<file path="config.mk">
export PLATFORM = sky130hd
export DESIGN_NAME = fpt_param_table
export DESIGN_NICKNAME = d
export VERILOG_FILES = /design/src/fpt_pkg.sv /design/src/fpt_param_table.sv /design/src/fpt_table_rom.sv /design/src/fpt_byte_ptr.sv
export SDC_FILE = /design/constraint.sdc
export NUM_CORES = 1
export LEC_CHECK = 0
export BUFFER_PORTS_ARGS = -buffer_cell sky130_fd_sc_hd__buf_4
export CORE_UTILIZATION = 50
export DETAILED_ROUTE_END_ITERATION = 12
export PLACE_DENSITY = 0.83
export REMOVE_ABC_BUFFERS = 1
export SYNTH_ARGS = -nofsm -noshare
export SYNTH_HDL_FRONTEND = slang
export SYNTH_HIERARCHICAL = 1
export SYNTH_SLANG_ARGS = --single-unit
</file>
<file path="constraint.sdc">
create_clock -name CLK -period 3.2 [get_ports CLK]
set_input_delay 0.48 -clock CLK [delete_from_list [all_inputs] [get_ports CLK]]
set_output_delay 0.48 -clock CLK [all_outputs]
set_load 0.005 [all_outputs]
</file>
<file path="src/fpt_pkg.sv">
// constants for the discovery parameter table block
package fpt_pkg;
  // wishbone byte offsets, table length in words, pointer reset value and fill words
  localparam logic [7:0]  FPT_TBL_BASE  = 8'h30;
  localparam logic [7:0]  FPT_TBL_WORDS = 8'h10;
  localparam logic [7:0]  FPT_TBL_END   = 8'h70;
  localparam logic [7:0]  FPT_OFF_CAPS  = 8'h30;
  localparam logic [7:0]  FPT_OFF_DENS  = 8'h34;
  localparam logic [7:0]  FPT_OFF_QRD   = 8'h38;
  localparam logic [7:0]  FPT_OFF_DRD   = 8'h3c;
  localparam logic [7:0]  FPT_OFF_WIDE  = 8'h40;
  localparam logic [7:0]  FPT_OFF_ADRD  = 8'h44;
  localparam logic [7:0]  FPT_OFF_AQRD  = 8'h48;
  localparam logic [7:0]  FPT_OFF_ER12  = 8'h4c;
  localparam logic [7:0]  FPT_OFF_ER34  = 8'h50;
  localparam logic [7:0]  FPT_OFF_ETIM  = 8'h54;
  localparam logic [7:0]  FPT_OFF_INFO  = 8'h80;
  localparam logic [7:0]  FPT_OFF_BPTR  = 8'h84;
  localparam logic [7:0]  FPT_OFF_BDAT  = 8'h88;
  localparam logic [7:0]  FPT_PTR_RST   = 8'h30;
  localparam logic [31:0] FPT_ONES      = 32'hffffffff;
  localparam logic [31:0] FPT_UNMAPPED  = 32'h00000000;
  // capability fields
  localparam logic [1:0]  FPT_ERSZ      = 2'h1;
  localparam logic [0:0]  FPT_WGRAN     = 1'h1;
  localparam logic [0:0]  FPT_VBP       = 1'h0;
  localparam logic [0:0]  FPT_WESEL     = 1'h0;
  localparam logic [1:0]  FPT_ABYTE     = 2'h0;
  localparam logic [0:0]  FPT_YES       = 1'h1;
  localparam logic [0:0]  FPT_NO        = 1'h0;
  // fast read fields: wait count, mode count, opcode
  localparam logic [4:0]  FPT_WAIT_144  = 5'h04;
  localparam logic [2:0]  FPT_MODE_144  = 3'h2;
  localparam logic [7:0]  FPT_OP_144    = 8'heb;
  localparam logic [4:0]  FPT_WAIT_11X  = 5'h08;
  localparam logic [2:0]  FPT_MODE_11X  = 3'h0;
  localparam logic [7:0]  FPT_OP_114    = 8'h6b;
  localparam logic [7:0]  FPT_OP_112    = 8'h3b;
  localparam logic [4:0]  FPT_WAIT_122  = 5'h00;
  localparam logic [2:0]  FPT_MODE_122  = 3'h4;
  localparam logic [7:0]  FPT_OP_122    = 8'hbb;
  localparam logic [7:0]  FPT_OP_NONE   = 8'hff;
  // erase types: size exponent and opcode
  localparam logic [7:0]  FPT_ESZ1 = 8'h0c;
  localparam logic [7:0]  FPT_EOP1 = 8'h20;
  localparam logic [7:0]  FPT_ESZ2 = 8'h0f;
  localparam logic [7:0]  FPT_EOP2 = 8'h52;
  localparam logic [7:0]  FPT_ESZ3 = 8'h10;
  localparam logic [7:0]  FPT_EOP3 = 8'hd8;
  localparam logic [7:0]  FPT_ESZ4 = 8'h00;
  // erase time fields
  localparam logic [3:0]  FPT_EMULT = 4'h3;
  localparam logic [4:0]  FPT_ET1   = 5'h04;
  localparam logic [4:0]  FPT_ET2   = 5'h06;
  localparam logic [4:0]  FPT_ET3   = 5'h09;
  localparam logic [4:0]  FPT_ET4   = 5'h00;
  localparam logic [1:0]  FPT_EUNIT = 2'h1;
  localparam logic [1:0]  FPT_EU4   = 2'h0;
  // assembled table words
  localparam logic [31:0] FPT_W_CAPS = {8'hff, 1'h1, FPT_YES, FPT_YES,
    FPT_YES, FPT_YES, FPT_ABYTE, FPT_YES, FPT_EOP1, 3'h7, FPT_WESEL,
    FPT_VBP, FPT_WGRAN, FPT_ERSZ};
  localparam logic [31:0] FPT_W_DENS = 32'h01ffffff;
  localparam logic [31:0] FPT_W_QRD  = {FPT_OP_114, FPT_MODE_11X,
    FPT_WAIT_11X, FPT_OP_144, FPT_MODE_144, FPT_WAIT_144};
  localparam logic [31:0] FPT_W_DRD  = {FPT_OP_122, FPT_MODE_122,
    FPT_WAIT_122, FPT_OP_112, FPT_MODE_11X, FPT_WAIT_11X};
  localparam logic [31:0] FPT_W_WIDE = {24'hffffff, 3'h7, FPT_YES, 3'h7,
    FPT_NO};
  localparam logic [31:0] FPT_W_ADRD = {FPT_OP_NONE, 8'h00, 16'hffff};
  localparam logic [31:0] FPT_W_AQRD = {FPT_OP_144, FPT_MODE_144,
    FPT_WAIT_144, 16'hffff};
  localparam logic [31:0] FPT_W_ER12 = {FPT_EOP2, FPT_ESZ2, FPT_EOP1,
    FPT_ESZ1};
  localparam logic [31:0] FPT_W_ER34 = {FPT_OP_NONE, FPT_ESZ4, FPT_EOP3,
    FPT_ESZ3};
  localparam logic [31:0] FPT_W_ETIM = {FPT_EU4, FPT_ET4, FPT_EUNIT,
    FPT_ET3, FPT_EUNIT, FPT_ET2, FPT_EUNIT, FPT_ET1, FPT_EMULT};
endpackage : fpt_pkg

</file>
<file path="src/fpt_param_table.sv">
// wishbone slave serving the discovery parameter table
`timescale 1ns/1ps
module fpt_param_table
  import fpt_pkg::*;
(
  input  wire logic        CLK,
  input  wire logic        RST_N,
  input  wire logic        CYC_I,
  input  wire logic        STB_I,
  input  wire logic        WE_I,
  input  wire logic [7:0]  ADR_I,
  input  wire logic [3:0]  SEL_I,
  input  wire logic [31:0] DAT_I,
  output logic      [31:0] DAT_O,
  output logic             ACK_O
);
  logic        ack_r;
  logic        ack_nxt;
  logic [31:0] dat_r;
  logic [31:0] dat_nxt;
  logic        req;
  logic        rd_req;
  logic [7:0]  wadr;
  logic        hit_tbl;
  logic        hit_info;
  logic        hit_bptr;
  logic        hit_bdat;
  logic [31:0] tbl_word;
  logic [31:0] str_word;
  logic [7:0]  ptr;
  logic [7:0]  str_byte;
  logic        ptr_load;
  logic        ptr_step;
  logic [31:0] info_word;

  // new request only when no answer is standing
  assign req    = CYC_I & STB_I & ~ack_r;
  assign rd_req = req & ~WE_I;
  assign wadr   = {ADR_I[7:2], 2'h0};

  // address decode
  assign hit_tbl  = (wadr >= FPT_TBL_BASE) &&
                    (wadr < FPT_TBL_END);
  assign hit_info = (wadr == FPT_OFF_INFO);
  assign hit_bptr = (wadr == FPT_OFF_BPTR);
  assign hit_bdat = (wadr == FPT_OFF_BDAT);

  // table words for the bus and for the byte stream
  fpt_table_rom u_rom_bus (
    .addr (wadr),
    .word (tbl_word)
  );

  fpt_table_rom u_rom_str (
    .addr (ptr),
    .word (str_word)
  );

  // streaming pointer: loaded by write, stepped by each byte read
  assign ptr_load = req & WE_I & hit_bptr & SEL_I[0];
  assign ptr_step = rd_req & hit_bdat;

  fpt_byte_ptr u_ptr (
    .clk      (CLK),
    .rst_n    (RST_N),
    .load     (ptr_load),
    .load_val (DAT_I[7:0]),
    .step     (ptr_step),
    .ptr      (ptr)
  );

  // byte lane picked by low pointer bits, low byte first
  assign str_byte = ptr[1:0] == 2'h0 ? str_word[7:0] :
                    ptr[1:0] == 2'h1 ? str_word[15:8] :
                    ptr[1:0] == 2'h2 ? str_word[23:16] :
                    str_word[31:24];

  // table location and length
  assign info_word = {16'h0000, FPT_TBL_WORDS, FPT_TBL_BASE};

  // read data selection, unmapped reads give zero
  assign dat_nxt = !rd_req ? dat_r :
                   hit_tbl ? tbl_word :
                   hit_info ? info_word :
                   hit_bptr ? {24'h000000, ptr} :
                   hit_bdat ? {24'h000000, str_byte} :
                   FPT_UNMAPPED;

  // one answer per request, dropped the cycle after
  assign ack_nxt = req;

  // bus answer registers
  always_ff @(posedge CLK) begin
    if (!RST_N) begin
      ack_r <= 1'b0;
      dat_r <= FPT_UNMAPPED;
    end else begin
      ack_r <= ack_nxt;
      dat_r <= dat_nxt;
    end
  end

  assign ACK_O = ack_r;
  assign DAT_O = dat_r;

  // helpers for checks
  logic       rd_ack;
  logic [7:0] ptr_seen;
  assign rd_ack = ACK_O & CYC_I & STB_I & ~WE_I;

  always_ff @(posedge CLK) begin
    if (!RST_N) ptr_seen <= FPT_PTR_RST;
    else if (ptr_step) ptr_seen <= ptr;
  end

  // bus handshake timing, info word, table fields and byte stream
  AST_ACK_ONE: assert property (@(posedge CLK) disable iff (!RST_N)
    req |=> ACK_O ##1 !ACK_O)
    else $error("ack not one cycle after request");

  AST_INFO_BASE: assert property (@(posedge CLK) disable iff (!RST_N)
    rd_ack && wadr == FPT_OFF_INFO |-> DAT_O[7:0] == 8'h30)
    else $error("table base wrong");

  AST_INFO_LEN: assert property (@(posedge CLK) disable iff (!RST_N)
    rd_ack && wadr == FPT_OFF_INFO |-> DAT_O[15:8] == 8'h10)
    else $error("table length wrong");

  AST_PAST_END: assert property (@(posedge CLK) disable iff (!RST_N)
    rd_req && wadr >= 8'h70 && wadr < 8'h80 |=> DAT_O == 32'h0)
    else $error("read past table end not unmapped");

  AST_CAPS: assert property (@(posedge CLK) disable iff (!RST_N)
    rd_ack && wadr == 8'h30 |-> DAT_O[4:0] == 5'b00101)
    else $error("erase caps fields wrong");

  AST_READ_BITS: assert property (@(posedge CLK) disable iff (!RST_N)
    rd_ack && wadr == 8'h30 |-> DAT_O[22:16] == 7'b1111001)
    else $error("fast read support bits wrong");

  AST_DENSITY: assert property (@(posedge CLK) disable iff (!RST_N)
    rd_req && wadr == 8'h34 |=> DAT_O == 32'h01ffffff)
    else $error("density wrong");

  AST_Q144: assert property (@(posedge CLK) disable iff (!RST_N)
    rd_ack && wadr == 8'h38 |-> DAT_O[15:0] == 16'heb44)
    else $error("quad address read fields wrong");

  AST_Q114: assert property (@(posedge CLK) disable iff (!RST_N)
    rd_ack && wadr == 8'h38 |-> DAT_O[31:16] == 16'h6b08)
    else $error("quad output read fields wrong");

  AST_D112: assert property (@(posedge CLK) disable iff (!RST_N)
    rd_ack && wadr == 8'h3c |-> DAT_O[15:0] == 16'h3b08)
    else $error("dual output read fields wrong");

  AST_D122: assert property (@(posedge CLK) disable iff (!RST_N)
    rd_ack && wadr == 8'h3c |-> DAT_O[31:16] == 16'hbb80)
    else $error("dual address read fields wrong");

  AST_ALLDUAL: assert property (@(posedge CLK) disable iff (!RST_N)
    rd_ack && wadr == 8'h44 |-> DAT_O[31:16] == 16'hff00)
    else $error("all dual read not reported absent");

  AST_ALLDUAL_BIT: assert property (@(posedge CLK) disable iff (!RST_N)
    rd_ack && wadr == 8'h40 |-> !DAT_O[0])
    else $error("all dual support bit set");

  AST_ALLQUAD: assert property (@(posedge CLK) disable iff (!RST_N)
    rd_ack && wadr == 8'h48 |-> DAT_O[31:16] == 16'heb44)
    else $error("all quad read fields wrong");

  AST_ALLQUAD_BIT: assert property (@(posedge CLK) disable iff (!RST_N)
    rd_ack && wadr == 8'h40 |-> DAT_O[4])
    else $error("all quad support bit clear");

  AST_ERASE1: assert property (@(posedge CLK) disable iff (!RST_N)
    rd_ack && wadr == 8'h4c |-> DAT_O[15:0] == 16'h200c)
    else $error("erase type 1 wrong");

  AST_ERASE2: assert property (@(posedge CLK) disable iff (!RST_N)
    rd_ack && wadr == 8'h4c |-> DAT_O[31:16] == 16'h520f)
    else $error("erase type 2 wrong");

  AST_ERASE3: assert property (@(posedge CLK) disable iff (!RST_N)
    rd_ack && wadr == 8'h50 |-> DAT_O[15:0] == 16'hd810)
    else $error("erase type 3 wrong");

  AST_ERASE4: assert property (@(posedge CLK) disable iff (!RST_N)
    rd_ack && wadr == 8'h50 |-> DAT_O[31:16] == 16'hff00)
    else $error("erase type 4 not absent");

  AST_EMULT: assert property (@(posedge CLK) disable iff (!RST_N)
    rd_ack && wadr == 8'h54 |-> DAT_O[3:0] == 4'h3)
    else $error("erase multiplier wrong");

  AST_ET1: assert property (@(posedge CLK) disable iff (!RST_N)
    rd_ack && wadr == 8'h54 |-> DAT_O[10:4] == 7'b0100100)
    else $error("erase type 1 time wrong");

  AST_ET2: assert property (@(posedge CLK) disable iff (!RST_N)
    rd_ack && wadr == 8'h54 |-> DAT_O[17:11] == 7'b0100110)
    else $error("erase type 2 time wrong");

  AST_ET3: assert property (@(posedge CLK) disable iff (!RST_N)
    rd_ack && wadr == 8'h54 |-> DAT_O[24:18] == 7'b0101001)
    else $error("erase type 3 time wrong");

  AST_ET4: assert property (@(posedge CLK) disable iff (!RST_N)
    rd_ack && wadr == 8'h54 |-> DAT_O[31:25] == 7'h00)
    else $error("erase type 4 time not zero");

  AST_RESERVED: assert property (@(posedge CLK) disable iff (!RST_N)
    rd_req && wadr >= 8'h58 && wadr < 8'h70 |=> DAT_O == 32'hffffffff)
    else $error("reserved table word not ones");

  AST_STREAM_STEP: assert property (@(posedge CLK) disable iff (!RST_N)
    ptr_step && !ptr_load |=> ptr == 8'($past(ptr) + 8'h01))
    else $error("stream pointer did not advance");

  AST_STREAM_FIRST: assert property (@(posedge CLK) disable iff (!RST_N)
    ptr_step && ptr == 8'h30 |=> DAT_O == 32'h000000e5 ##1 ptr == 8'h31)
    else $error("stream first byte wrong");

  // answer only follows a taken request, data only moves on a read
  AST_ACK_CAUSE: assert property (@(posedge CLK) disable iff (!RST_N)
    ACK_O |-> $past(req))
    else $error("ack without request");

  AST_ACK_PULSE: assert property (@(posedge CLK) disable iff (!RST_N)
    ACK_O |=> !ACK_O)
    else $error("ack longer than one cycle");

  AST_DAT_HOLD: assert property (@(posedge CLK) disable iff (!RST_N)
    !rd_req |=> $stable(DAT_O))
    else $error("read data moved without a read");

  AST_WR_NO_DATA: assert property (@(posedge CLK) disable iff (!RST_N)
    req && WE_I |=> $stable(DAT_O))
    else $error("write changed read data");

  // reset returns bus and pointer to their idle state
  AST_RESET_STATE: assert property (@(posedge CLK) disable iff (!RST_N)
    $rose(RST_N) |-> !ACK_O && DAT_O == 32'h00000000 && ptr == 8'h30)
    else $error("state after reset wrong");

  // stream pointer load, hold and byte enable
  AST_PTR_LOAD: assert property (@(posedge CLK) disable iff (!RST_N)
    ptr_load |=> ptr == $past(DAT_I[7:0]))
    else $error("pointer not loaded");

  AST_PTR_HOLD: assert property (@(posedge CLK) disable iff (!RST_N)
    !ptr_load && !ptr_step |=> $stable(ptr))
    else $error("pointer moved while idle");

  AST_PTR_SEL: assert property (@(posedge CLK) disable iff (!RST_N)
    req && WE_I && hit_bptr && !SEL_I[0] |=> $stable(ptr))
    else $error("pointer written without byte enable");

  AST_BPTR_READ: assert property (@(posedge CLK) disable iff (!RST_N)
    rd_ack && wadr == 8'h84 |-> DAT_O == {24'h000000, ptr})
    else $error("pointer readback wrong");

  // streamed bytes: upper bits clear, low byte of each word first
  AST_STREAM_HI: assert property (@(posedge CLK) disable iff (!RST_N)
    rd_ack && wadr == 8'h88 |-> DAT_O[31:8] == 24'h000000)
    else $error("stream upper bits set");

  AST_STREAM_OUT: assert property (@(posedge CLK) disable iff (!RST_N)
    ptr_step && (ptr < 8'h30 || ptr >= 8'h70) |=> DAT_O == 32'h000000ff)
    else $error("stream outside table not ones");

  AST_STREAM_DENS: assert property (@(posedge CLK) disable iff (!RST_N)
    ptr_step && ptr == 8'h37 |=> DAT_O == 32'h00000001)
    else $error("stream density top byte wrong");

  AST_STREAM_LOW: assert property (@(posedge CLK) disable iff (!RST_N)
    ptr_step && ptr == 8'h54 |=> DAT_O == 32'h00000043)
    else $error("stream erase time low byte wrong");

  // reserved and unused fields read as ones
  AST_CAPS_UNUSED: assert property (@(posedge CLK) disable iff (!RST_N)
    rd_ack && wadr == 8'h30 |-> DAT_O[7:5] == 3'h7)
    else $error("caps unused bits not ones");

  AST_CAPS_RSVD: assert property (@(posedge CLK) disable iff (!RST_N)
    rd_ack && wadr == 8'h30 |-> DAT_O[31:23] == 9'h1ff)
    else $error("caps reserved bits not ones");

  AST_WIDE_RSVD: assert property (@(posedge CLK) disable iff (!RST_N)
    rd_ack && wadr == 8'h40 |-> DAT_O[31:5] == 27'h7ffffff &&
    DAT_O[3:1] == 3'h7)
    else $error("wide read reserved bits not ones");

  AST_ADRD_RSVD: assert property (@(posedge CLK) disable iff (!RST_N)
    rd_ack && wadr == 8'h44 |-> DAT_O[15:0] == 16'hffff)
    else $error("all dual reserved half not ones");

  AST_AQRD_RSVD: assert property (@(posedge CLK) disable iff (!RST_N)
    rd_ack && wadr == 8'h48 |-> DAT_O[15:0] == 16'hffff)
    else $error("all quad reserved half not ones");

  // remaining fields of the first word
  AST_CAPS_OP4K: assert property (@(posedge CLK) disable iff (!RST_N)
    rd_ack && wadr == 8'h30 |-> DAT_O[15:8] == 8'h20)
    else $error("small erase opcode wrong");

  AST_DTR_ABYTE: assert property (@(posedge CLK) disable iff (!RST_N)
    rd_ack && wadr == 8'h30 |-> DAT_O[19] && DAT_O[18:17] == 2'h0)
    else $error("dtr or address byte field wrong");

  // main scenarios
  COV_TBL_READ: cover property (@(posedge CLK) disable iff (!RST_N)
    rd_ack && hit_tbl);

  COV_PTR_LOAD: cover property (@(posedge CLK) disable iff (!RST_N)
    ptr_load ##[2:20] ptr_step);

  COV_STREAM_WORD: cover property (@(posedge CLK) disable iff (!RST_N)
    ptr_step && ptr_seen[1:0] == 2'h3 && ptr[1:0] == 2'h0);

  COV_UNMAPPED: cover property (@(posedge CLK) disable iff (!RST_N)
    rd_req && !hit_tbl && !hit_info && !hit_bptr && !hit_bdat);

  COV_STREAM_END: cover property (@(posedge CLK) disable iff (!RST_N)
    ptr_step && ptr == 8'h70);

endmodule : fpt_param_table

</file>
<file path="src/fpt_table_rom.sv">
// constant word lookup for the parameter table
`timescale 1ns/1ps
module fpt_table_rom
  import fpt_pkg::*;
(
  input  wire logic [7:0]  addr,
  output logic      [31:0] word
);
  logic [7:0] wa;

  // word-aligned address, reserved slots read as ones
  assign wa = {addr[7:2], 2'h0};

  always_comb begin
    if (wa == FPT_OFF_CAPS) word = FPT_W_CAPS;
    else if (wa == FPT_OFF_DENS) word = FPT_W_DENS;
    else if (wa == FPT_OFF_QRD) word = FPT_W_QRD;
    else if (wa == FPT_OFF_DRD) word = FPT_W_DRD;
    else if (wa == FPT_OFF_WIDE) word = FPT_W_WIDE;
    else if (wa == FPT_OFF_ADRD) word = FPT_W_ADRD;
    else if (wa == FPT_OFF_AQRD) word = FPT_W_AQRD;
    else if (wa == FPT_OFF_ER12) word = FPT_W_ER12;
    else if (wa == FPT_OFF_ER34) word = FPT_W_ER34;
    else if (wa == FPT_OFF_ETIM) word = FPT_W_ETIM;
    else word = FPT_ONES;
  end
endmodule : fpt_table_rom

</file>
<file path="src/fpt_byte_ptr.sv">
// byte read pointer for streaming the table
`timescale 1ns/1ps
module fpt_byte_ptr
  import fpt_pkg::*;
(
  input  wire logic       clk,
  input  wire logic       rst_n,
  input  wire logic       load,
  input  wire logic [7:0] load_val,
  input  wire logic       step,
  output logic      [7:0] ptr
);
  logic [7:0] ptr_r;
  logic [7:0] ptr_nxt;

  // load wins over step, step moves to next byte
  assign ptr_nxt = load ? load_val :
                   step ? 8'(ptr_r + 8'h01) : ptr_r;

  // pointer register
  always_ff @(posedge clk) begin
    if (!rst_n) ptr_r <= FPT_PTR_RST;
    else ptr_r <= ptr_nxt;
  end

  assign ptr = ptr_r;
endmodule : fpt_byte_ptr

</file>
==> summary by stage, run 1 <==
Drt
The detailed router placed 3385 vias in this run. The number of antenna-violating nets in the routed design is 0. For this run, the detailed router's first-pass iteration total came to 8. The routed wire length per instance is 17.02 um. The post-detailed-route DRC marker count is 0. Dividing the detail-routed via count by the number of cells gives 6.677. The total wire length after detailed routing is 8631 um. The DRC marker count from the first detailed-route iteration is 417.

Synthesis
The post-synthesis average cell area is 7.959 um2. Synthesis produced a netlist whose cell count is 407. During synthesis, Yosys emitted a total of 6 warnings. The mapped netlist covers 3239 um2.

Floorplan
The initialized floorplan defines 28 standard-cell rows. The floorplan die height is 82.49 um. The I/O pin total is 82.

The overall die area is 6805 um2. The die is 82.49 um wide. For this configuration, the core starts out at a cell density of 53.14%. After floorplanning, the core was sized to cover 6096 um2.

Worst setup path
The launch point of the worst reg-to-reg path is u_ptr/ptr[6]$_SDFFE_PN0P_. Data on the critical path arrives at its endpoint at 2.86 ns. The worst reg-to-reg path cell count is 6.

The start-to-end type of the worst setup path is flop to flop. STA classifies the critical path startpoint as a flop. STA puts the critical path data required time at 3.38 ns. The reg-to-reg critical path endpoint is DAT_O[6]$_SDFFE_PN0P_. Across all register-to-register paths, the minimum setup slack is 0.52 ns.

The critical path capture point type is a flop. Along the worst path, the maximum fanout reaches 22.

STA
Between clock sinks in the finished design, the worst skew comes to 0.001637 ns. At the pin with the least slew margin, the transition time is 0.7922 ns. The number of failing setup endpoints in the final timing report is 0. Setup repair after global routing left no endpoint under its margin. The routed design could run at a clock period as short as 2.684 ns. The final number of hold-violating endpoints is 0. The count of pins over their slew limit is 0. The part of the cycle the worst path needs is 83.87%. The highest attainable clock frequency is 372.6 MHz. The worst max-slew margin expressed relative to the limit is 47.18%.

Min path
In this run the most critical hold path is launched from DAT_I[4]. The worst hold path terminates at u_ptr/ptr[4]$_SDFFE_PN1P_. The worst hold path stage count is 3. The kind of path behind the tightest hold check is input port to flop.

Clocking
The buffers inserted during post-CTS setup optimization is 0. TritonCTS created 5 clock buffers. The clock passes through at most 2 buffers.

The number of gates resized after CTS is 0. The later-pin clock latency in the skew report is 0.29 ns. The cell sitting at the root of the clock tree is a sky130_fd_sc_hd__clkbuf_8. The tree built by TritonCTS fans out to 41 sinks.

The count of hold-fix buffers inserted at cts is 0. After clock tree synthesis, the clock-pin slew on the worst setup and hold paths is 0.08 ns. The maximum level of the CTS H-tree is 2. The TritonCTS clock tree is built.

Power
For this design the ratio of total power to cell area is 304.8 nW/um2. The design draws 1.122 mW. Summed over all cells, the static leakage comes to 1.307 nW. The worst voltage drop across the vdd grid is 0.3370 mV.

Placement
At the end of routability-driven placement, the weighted congestion stood at 0.9288. Detailed placement finished with a half-perimeter wire length of 5969 um. The count of input and output buffers is 52.

Finish
Cells fill 60.39% of the core in the end. The total number of nets in the final design is 481. The number of antenna diodes in the final layout is 0. The relative area change from synthesis to final layout is 13.63%. In the final layout, the share of cells above drive strength 1 is 20.14%.

Global route
Across every metal layer, demand over resource in global routing totals 26.78%. The number of antenna violations at the first check in global routing came to 0. Summed over all layers, the global routing overflow is 0. Entering global routing, the biggest net connects 46 pins. The via count of the first global-routing pass is 2890.

The global-route wire length before repair is 14030 um.

Flow run
The max-cap violation count is 0.

Status
The run finished with clean final reports.
==> metrics by stage <==
step | hold WS (ns) | setup WS, ns | cell area, um2 | setup TNS [ns] | instances
finish | 0.4570 | 0.5162 | 3681 | 0 | 507
floorplan | 0.5248 | -0.04255 | 3023 | -0.9786 | 365
CTS | 0.4331 | 0.5841 | 3681 | 0 | 507
global route | 0.4701 | 0.2916 | 3681 | 0 | 507
detailed placement | 0.5248 | 0.4074 | 3565 | 0 | 499
global placement | 0.5134 | 0.4250 | 3565 | 0 | 499
==> area by class of cell <==
cell class	count	area, um2
clock buffer	7	86.33
clock inverter	1	30.03
fill	557	2415
inverter	5	18.77
multi-input combinational	319	2188
sequential	41	820.8
tap	75	93.84
timing repair buffer	59	442.9
==> cells in the final DEF (no fill, tap or decap), types with 5 or more instances in the layout <==
master	n
sky130_fd_sc_hd__a211oi_2	6
sky130_fd_sc_hd__a21oi_1	36
sky130_fd_sc_hd__a22oi_1	32
sky130_fd_sc_hd__a2bb2oi_1	6
sky130_fd_sc_hd__and2_1	5
sky130_fd_sc_hd__buf_4	59
sky130_fd_sc_hd__clkbuf_8	6
sky130_fd_sc_hd__dfxtp_1	41
sky130_fd_sc_hd__inv_1	5
sky130_fd_sc_hd__mux4_2	7
sky130_fd_sc_hd__nand2_1	16
sky130_fd_sc_hd__nand2b_1	15
sky130_fd_sc_hd__nand3_1	8
sky130_fd_sc_hd__nand3b_1	8
sky130_fd_sc_hd__nor2_1	14
sky130_fd_sc_hd__nor2b_1	34
sky130_fd_sc_hd__nor3_1	12
sky130_fd_sc_hd__nor3b_1	5
sky130_fd_sc_hd__o211ai_1	7
sky130_fd_sc_hd__o21ai_0	41
==> registers in the layout (all words and copies together) (netlist names) <==
name and cells:
u_ptr/ptr 8, ACK_O 1, DAT_O 32
==> worst max-delay path: stages (launching register included) <==
cell and delay (ns):
sky130_fd_sc_hd__dfxtp_1 0.77, sky130_fd_sc_hd__nand2b_1 0.47, sky130_fd_sc_hd__a211oi_2 0.43, sky130_fd_sc_hd__a211oi_1 0.15, sky130_fd_sc_hd__mux4_2 0.48, sky130_fd_sc_hd__a21oi_1 0.17
sky130_fd_sc_hd__a21oi_1 0.09
==> report_power, final <==
| group | switching [mW] | internal [mW] | leakage, nW |
|---|---|---|---|
| Sequential | 0.00786 | 0.521 | 0.332 |
| Clock | 0.177 | 0.254 | 0.0585 |
| Combinational | 0.0898 | 0.0712 | 0.916 |
==> routing by layer <==
metal | GRT usage, % | part of all wire (%) | up-vias
met5 | 0 | 0 | -
met1 | 38.25 | 44 | 1580
li1 | - | - | 1579
met4 | 12.76 | 2.3 | 0
met3 | 4.286 | 8.4 | 28
met2 | 39.01 | 45 | 198
==> how the worst max path moves through the flow <==
stage | startpoint | to | slack (ns)
final | u_ptr/ptr[6]$_SDFFE_PN0P_ | DAT_O[6]$_SDFFE_PN0P_ | 0.52
after detailed placement | ADR_I[6] | u_ptr/ptr[5]$_SDFFE_PN1P_ | 0.41
after CTS | u_ptr/ptr[6]$_SDFFE_PN0P_ | DAT_O[6]$_SDFFE_PN0P_ | 0.58
after global routing | u_ptr/ptr[6]$_SDFFE_PN0P_ | DAT_O[0]$_SDFFE_PN0P_ | 0.29
after floorplan | WE_I | DAT_O[10]$_SDFFE_PN0P_ | -0.04
after global placement | ADR_I[6] | u_ptr/ptr[4]$_SDFFE_PN1P_ | 0.43
Power figures use the tool's default switching activity.
==> run 2: changes to the inputs <==
--- a/config.mk
+++ b/config.mk
@@ -5,10 +5,11 @@
 export SDC_FILE = /design/constraint.sdc
 export NUM_CORES = 1
 export LEC_CHECK = 0
+export ABC_AREA = 1
 export BUFFER_PORTS_ARGS = -buffer_cell sky130_fd_sc_hd__buf_4
-export CORE_UTILIZATION = 50
+export CORE_UTILIZATION = 49
 export DETAILED_ROUTE_END_ITERATION = 12
-export PLACE_DENSITY = 0.83
+export PLACE_DENSITY = 0.84
 export REMOVE_ABC_BUFFERS = 1
 export SYNTH_ARGS = -nofsm -noshare
 export SYNTH_HDL_FRONTEND = slang
==> constraint.sdc (replaced) <==
create_clock -name CLK -period 2.2 [get_ports CLK]
set_input_delay 0.33 -clock CLK [delete_from_list [all_inputs] [get_ports CLK]]
set_output_delay 0.33 -clock CLK [all_outputs]
set_load 0.005 [all_outputs]
==> run 2 against run 1 <==
Compared with the run above: worst hold slack worse by 0.19 ns; wire length is 6.4% lower; register-to-register slack worse by 0.21 ns; clock skew grew 0.0042 ns; combinational power rose by 58%; critical path depth rose by 5; sequential power up 49%; final cell count is 31% higher; utilization down 1.5 points; maximum frequency increased by 42%; area after synthesis about the same; clock power rose by 45%; critical endpoint is now DAT_O[2]$_SDFFE_PN0P_; largest cell class unchanged; largest power group unchanged; highest routed layer unchanged.
==> summary by stage, run 2 <==
Drt
The DRC marker count from the first detailed-route iteration is 279 (was 417). The number of antenna-violating nets in the routed design is 0 (unchanged). The post-detailed-route via-to-cell ratio is 5.254 (was 6.677). The via total after detailed routing is 3478 (was 3385). The detailed-routing iteration count for the pre-antenna-repair pass came to 6 (was 8). The total wire length after detailed routing is 8081 um (was 8631 um). The routed wire length per instance is 12.21 um (was 17.02 um). The post-detailed-route DRC marker count is 0 (unchanged).

STA
The minimum period implied by the final worst setup slack is 1.895 ns (was 2.684 ns). Unrepaired setup endpoints after global routing: no (unchanged). The final number of hold-violating endpoints is 0 (unchanged). The worst max-slew margin expressed relative to the limit is 68.84% (was 47.18%).

The worst clock skew is 0.005848 ns (was 0.001637 ns). The highest attainable clock frequency is 527.8 MHz (was 372.6 MHz). The number of failing setup endpoints in the final timing report is 0 (unchanged). The sum of negative setup slack is 0 ns (unchanged). The actual transition at the worst max-transition pin is 0.4668 ns (was 0.7922 ns).

The count of pins over their slew limit is 0 (unchanged). The part of the cycle the worst path needs is 86.12% (was 83.87%).

Global route
The via count of the first global-routing pass is 3095 (was 2890). The maximum number of pins on one net before global-route repair was 34 (was 46). The total congestion overflow after global routing is 0 (unchanged). The global-route wire length before repair came to 13750 um (was 14030 um). The number of antenna violations at the first check in global routing came to 0 (unchanged). The global-route usage over all layers is 23.87% (was 26.78%).

Floorplan
The I/O pin total is 82 (unchanged). The row count is 29 (was 28). The die width is 83.33 um (was 82.49 um). The initial standard-cell utilization of the core is 51.03% (was 53.14%).

The core box area was 6350 um2 (was 6096 um2). The overall die area is 6943 um2 (was 6805 um2). The floorplan die height came to 83.33 um (was 82.49 um).

Power
The power density of the placed cells came to 446.3 nW/um2 (was 304.8 nW/um2). The sum of internal, switching and leakage power was 1.668 mW (was 1.122 mW). The static power due to leakage was 1.918 nW (was 1.307 nW).

The worst voltage drop across the vdd grid is 0.4120 mV (was 0.3370 mV).

Finish
The relative area change from synthesis to final layout is 15.33% (was 13.63%). The flip-flop count of the largest register, all copies and words added is 32 (unchanged). Most frequent cells in the layout: sky130_fd_sc_hd__nor2_1 (123), sky130_fd_sc_hd__nand2_1 (90), sky130_fd_sc_hd__inv_1 (59), sky130_fd_sc_hd__buf_4 (59), sky130_fd_sc_hd__nand3_1 (42) (was sky130_fd_sc_hd__buf_4 (59), sky130_fd_sc_hd__dfxtp_1 (41), sky130_fd_sc_hd__o21ai_0 (41)). The most common cell after layout, fill and taps aside was sky130_fd_sc_hd__nor2_1 (was sky130_fd_sc_hd__buf_4).

The count of inserted antenna diode cells is 0 (unchanged). The fraction of the core area covered by cells at the end of the flow is 58.86% (was 60.39%). The final design instance area without fill is 3737 um2 (was 3681 um2). The fill cell total of the finished layout is 620 (was 557). The fraction of layout instances using a drive strength above 1 is 21.03% (was 20.14%). The total number of nets in the final design is 634 (was 481).

Worst setup path
The startpoint type of the worst setup path is a flop (unchanged). The critical path capture point type was a flop (unchanged). Cell-by-cell listing of the critical path: inv_2, nor2_4, nand3_2, nand3_1, nor2_1, o21ai_0, nand3_1, nand2_1, nand3_1, nand2_1, inv_1 (was nand2b_1, a211oi_2, a211oi_1, mux4_2, a21oi_1, a21oi_1).

The cell repeated most along the worst path is sky130_fd_sc_hd__nand3_1 (was sky130_fd_sc_hd__a21oi_1). The endpoint required time on the critical path is 2.39 ns (was 3.38 ns). The arrival time of the worst setup path was 2.09 ns (was 2.86 ns). The critical-path cell with the highest stage delay is sky130_fd_sc_hd__dfxtp_1 (unchanged). The start-to-end type of the worst setup path is flop to flop (unchanged).

The biggest cell delay along the critical path is 0.55 ns (was 0.77 ns). The number of buffers and inverters on the critical path came to 2 (was 0). The cell family contributing the most delay on the critical path is simple AND/OR/NAND/NOR gates (was compound AO/OA/AOI/OAI gates). The maximum fanout count along the critical path is 9 (was 22).

Clocking
The TritonCTS clock tree is built (unchanged). The later-pin clock latency in the skew report is 0.29 ns (about the same). The clock slew at the register clock pins of the worst setup and hold paths is 0.08 ns (about the same). The count of clock tree sinks is 41 (unchanged). The clock root buffer master was sky130_fd_sc_hd__clkbuf_8 (unchanged).

The number of buffers created by CTS is 5 (unchanged). The count of hold-fix buffers inserted at cts is 0 (unchanged). The buffer levels on the longest clock path was 2 (unchanged). The maximum level of the CTS H-tree came to 2 (unchanged).

Synthesis
The post-synthesis average cell area is 5.990 um2 (was 7.959 um2). The synthesized netlist cell count is 541 (was 407). The total number of yosys warnings came to 6 (unchanged). The post-synthesis instance area came to 3241 um2 (was 3239 um2).

Placement
The HPWL reported at the end of detailed placement is 6067 um (was 5969 um). The count of input and output buffers is 52 (unchanged). The total cell area at the placement stage is 3620 um2 (was 3565 um2). The routability congestion estimate came to 0.9326 (was 0.9288).

Status
Result of the run: finished, final reports clean (unchanged).

Min path
The kind of path behind the tightest hold check is input port to flop (unchanged).

Flow run
The max-cap violation count came to 0 (unchanged).
## run 2: what timing repair did
action	4_1_cts	5_1_grt
gates resized for setup	0	1
setup buffers	0	0
endpoints found under the setup margin	0	1
## run 2: where the power goes
part / total (mW) / internal [mW] / switching, mW
Clock: 0.627 / 0.370 / 0.257
Combinational: 0.255 / 0.108 / 0.147
Sequential: 0.786 / 0.771 / 0.0151
Total: 1.67 / 1.25 / 0.419
## run 2: final cells by class
cell class / count / area, um2 / share of cell area, %
clock inverter: 1 / 30.03 / 0.8035
multi-input combinational: 404 / 1986 / 53.13
sequential: 41 / 822.0 / 22.00
clock buffer: 7 / 86.33 / 2.310
inverter: 73 / 274.0 / 7.332
tap: 77 / 96.34 / 2.578
timing repair buffer: 59 / 442.9 / 11.85
## run 2: metrics by stage
stage	setup slack (ns)	hold WS (ns)	instances
floorplan	0.4020	0.4276	518
global placement	0.3155	0.4662	654
detailed placement	0.2603	0.4669	654
CTS	0.2241	0.2608	662
global route	0.08883	0.2683	662
finish	0.3053	0.2650	662
## run 2: worst reg2reg max path: cells and delay by family, from the launching register on
kind	cells	cell delay, ns
simple gates	8	0.94
compound gates	1	0.18
buf+inv	2	0.14
flops	1	0.55
## run 2: path summary, 6_finish.rpt
kind,start,to,slack [ns],depth (start not counted)
max,u_ptr/ptr[6]$_SDFFE_PN0P_,DAT_O[2]$_SDFFE_PN0P_,0.31,11
min,DAT_I[4],u_ptr/ptr[4]$_SDFFE_PN1P_,0.27,3
max reg2reg,u_ptr/ptr[6]$_SDFFE_PN0P_,DAT_O[2]$_SDFFE_PN0P_,0.31,11
min reg2reg,DAT_O[4]$_SDFFE_PN0P_,DAT_O[4]$_SDFFE_PN0P_,0.48,2
## run 2: routing by layer
metal | routed length [um] | global-route usage [%] | up-vias
met2 | 3770 | 39.57 | 122
met4 | 151 | 7.524 | 0
met3 | 487 | 4.473 | 16
met1 | 3672 | 31.30 | 1544
met5 | 0 | 0 | -
li1 | - | - | 1796
==> run 3: changes to the inputs <==
--- a/config.mk
+++ b/config.mk
@@ -9,6 +9,7 @@
 export BUFFER_PORTS_ARGS = -buffer_cell sky130_fd_sc_hd__buf_4
 export CORE_UTILIZATION = 49
 export DETAILED_ROUTE_END_ITERATION = 12
+export GPL_TIMING_DRIVEN = 0
 export PLACE_DENSITY = 0.84
 export REMOVE_ABC_BUFFERS = 1
 export SYNTH_ARGS = -nofsm -noshare
==> run 3 against run 2 <==
Compared with the run above: sequential share of layout area rose by 0.36 points; non-clock buffer count fell by 7; utilization fell by 0.69 points; clock power fell by 1%; sequential power barely moved.
==> summary by stage, run 3 (synthesis results as in run 2) <==
Status
Result of the run: finished, final reports clean (unchanged).

Finish
The fill cell total of the finished layout came to 620 (unchanged). The fraction of layout instances using a drive strength above 1 is 20.76% (was 21.03%). The relative area change from synthesis to final layout is 13.98% (was 15.33%). The flip-flop count of the largest register, all copies and words added came to 32 (unchanged).

The total number of nets in the final design came to 627 (was 634). Most frequent cells in the layout: sky130_fd_sc_hd__nor2_1 (122), sky130_fd_sc_hd__nand2_1 (90), sky130_fd_sc_hd__inv_1 (59) (was sky130_fd_sc_hd__nor2_1 (123), sky130_fd_sc_hd__nand2_1 (90), sky130_fd_sc_hd__inv_1 (59), sky130_fd_sc_hd__buf_4 (59), sky130_fd_sc_hd__nand3_1 (42)). The sequential cell area in the final layout came to 825.8 um2 (was 822.0 um2). The area of the multi-input gates is 1988 um2 (was 1986 um2).

The count of inserted antenna diode cells is 0 (unchanged). The most common cell after layout, fill and taps aside was sky130_fd_sc_hd__nor2_1 (unchanged).

Power
The static power due to leakage is 1.884 nW (was 1.918 nW). The power density of the placed cells is 448.6 nW/um2 (was 446.3 nW/um2). The worst voltage drop across the vdd grid was 0.4581 mV (was 0.4120 mV).

The sum of internal, switching and leakage power is 1.657 mW (was 1.668 mW).

STA
The number of failing setup endpoints in the final timing report is 0 (unchanged). Unrepaired setup endpoints after global routing: no (unchanged). The part of the cycle the worst path needs came to 88.87% (was 86.12%). The count of pins over their slew limit is 0 (unchanged).

The actual transition at the worst max-transition pin is 0.8720 ns (was 0.4668 ns). The worst clock skew was 0.002797 ns (was 0.005848 ns). The sum of negative setup slack is 0 ns (unchanged). The final number of hold-violating endpoints is 0 (unchanged).

The worst max-slew margin expressed relative to the limit was 41.80% (was 68.84%). The worst hold margin was 0.2664 ns (was 0.2650 ns). The highest attainable clock frequency is 511.5 MHz (was 527.8 MHz). The minimum period implied by the final worst setup slack was 1.955 ns (was 1.895 ns).

The worst path setup slack after routing is 0.2449 ns (was 0.3053 ns).

Worst setup path
The maximum fanout count along the critical path is 9 (unchanged). The launch point of the worst reg-to-reg path is u_ptr/ptr[6]$_SDFFE_PN0P_ (unchanged). Cell-by-cell listing of the critical path: inv_2, nor2_4, nand3_2, nand3_1, nor2_1, o21ai_0, o21ai_1, nand2_1, nand3_1, nand2_1, inv_1 (was inv_2, nor2_4, nand3_2, nand3_1, nor2_1, o21ai_0, nand3_1, nand2_1, nand3_1, nand2_1, inv_1). The arrival time of the worst setup path is 2.15 ns (was 2.09 ns). The startpoint type of the worst setup path is a flop (unchanged). The worst reg-to-reg setup slack is 0.24 ns (was 0.31 ns). The biggest cell delay along the critical path is 0.55 ns (about the same). The reg-to-reg critical path endpoint is DAT_O[6]$_SDFFE_PN0P_ (was DAT_O[2]$_SDFFE_PN0P_). The critical path capture point type is a flop (unchanged). The start-to-end type of the worst setup path is flop to flop (unchanged). The critical-path cell with the highest stage delay is sky130_fd_sc_hd__dfxtp_1 (unchanged). The endpoint required time on the critical path is 2.39 ns (about the same). The worst reg-to-reg path cell count is 11 (unchanged).

Clocking
The TritonCTS clock tree is built (unchanged). The number of buffers created by CTS is 5 (unchanged). The buffer levels on the longest clock path came to 2 (unchanged). The count of clock tree sinks is 41 (unchanged).

The clock slew at the register clock pins of the worst setup and hold paths is 0.08 ns (about the same). The count of hold-fix buffers inserted at cts was 0 (unchanged). The later-pin clock latency in the skew report is 0.29 ns (about the same). The maximum level of the CTS H-tree is 2 (unchanged).

The clock root buffer master is sky130_fd_sc_hd__clkbuf_8 (unchanged).

Drt
The total wire length after detailed routing was 7984 um (was 8081 um). The post-detailed-route via-to-cell ratio is 5.270 (was 5.254). The DRC marker count from the first detailed-route iteration is 346 (was 279). The via total after detailed routing is 3452 (was 3478). The post-detailed-route DRC marker count came to 0 (unchanged). The detailed-routing iteration count for the pre-antenna-repair pass is 5 (was 6).

The routed wire length per instance was 12.19 um (was 12.21 um). The number of antenna-violating nets in the routed design is 0 (unchanged).

Global route
The total congestion overflow after global routing is 0 (unchanged). The global-route wire length before repair is 13610 um (was 13750 um). The via count of the first global-routing pass is 3040 (was 3095). The global-route usage over all layers was 23.65% (was 23.87%). The number of antenna violations at the first check in global routing is 0 (unchanged). The maximum number of pins on one net before global-route repair was 35 (was 34).

Min path
The end point of the most critical hold path is u_ptr/ptr[4]$_SDFFE_PN1P_ (unchanged). The worst hold path stage count is 3 (unchanged). The hold path startpoint is DAT_I[4] (unchanged).

The kind of path behind the tightest hold check was input port to flop (unchanged).

Placement
The routability congestion estimate was 0.9210 (was 0.9326). The pre-CTS worst setup slack is -0.07518 ns (was 0.2603 ns). The HPWL reported at the end of detailed placement is 5880 um (was 6067 um). The count of input and output buffers is 52 (unchanged).

Floorplan
The overall die area is 6943 um2 (unchanged). The I/O pin total is 82 (unchanged). The floorplan die height was 83.33 um (unchanged). The row count is 29 (unchanged).

The initial standard-cell utilization of the core is 51.03% (unchanged). The die width is 83.33 um (unchanged). The core box area is 6350 um2 (unchanged).

Flow run
The max-cap violation count came to 0 (unchanged).
## run 3: cell count changes in the layout (fill, tap and decap cells not counted)
cell                      change
sky130_fd_sc_hd__buf_4        -7
sky130_fd_sc_hd__dfxtp_1      -3
sky130_fd_sc_hd__dfxtp_2      +3
sky130_fd_sc_hd__inv_2        -1
sky130_fd_sc_hd__inv_4        +1
sky130_fd_sc_hd__nor2_1       -1
sky130_fd_sc_hd__nor2_2       +1
## run 3: metal layers
metal,up-vias,share of wire (%),track usage [%]
li1,1780,-,-
met1,1555,47,31.96
met2,111,46,38.45
met5,-,0,0
met4,0,1.1,7.367
met3,6,5.8,3.976
## run 3: through the flow
step	cell area, um2	cells	util, %
4_1_cts	3684	655	58.01
6_report	3694	655	58.17
5_1_grt	3694	655	58.17
3_3_place_gp	3567	647	56.18
3_5_place_dp	3567	647	56.18
2_1_floorplan	3080	518	-
## run 3: worst max path at each step
stage                                    from                        end  cells past startpoint
CTS                 u_ptr/ptr[3]$_SDFFE_PN0P_      DAT_O[6]$_SDFFE_PN0P_                     11
finish              u_ptr/ptr[6]$_SDFFE_PN0P_      DAT_O[6]$_SDFFE_PN0P_                     11
global route        u_ptr/ptr[6]$_SDFFE_PN0P_      DAT_O[6]$_SDFFE_PN0P_                     11
global placement                        CYC_I  u_ptr/ptr[4]$_SDFFE_PN1P_                     12
detailed placement                      CYC_I  u_ptr/ptr[4]$_SDFFE_PN1P_                     12
floorplan                               CYC_I  u_ptr/ptr[4]$_SDFFE_PN1P_                     11
## run 3: layout make-up
cell class                      instances  share of cell area, %
Clock inverter                          1                 0.8130
Multi-Input combinational cell        404                  53.83
Timing Repair Buffer                   52                  10.57
Inverter                               73                  7.486
Tap cell                               77                  2.608
Clock buffer                            7                  2.337
Sequential cell                        41                  22.36
## run 3: worst max-delay path, delay by kind of cell, from the launching register on
family                 cells  cell delay, ns
buffers and inverters      2            0.12
AOI/OAI and AO/OA          2            0.30
DFF                        1            0.55
and+or+nand+nor            7            0.87
## run 3: report_power, final
group          switching, mW  total [mW]  internal, mW
Sequential            0.0150       0.786         0.771
Clock                  0.251       0.621         0.370
Combinational          0.145       0.250         0.105
Total                  0.411        1.66          1.25
## run 3: what timing repair did
action,in CTS,in global routing
setup endpoints to repair,0,15
resized for setup,0,7
endpoints found under the hold margin,0,0
buffers inserted,0,0
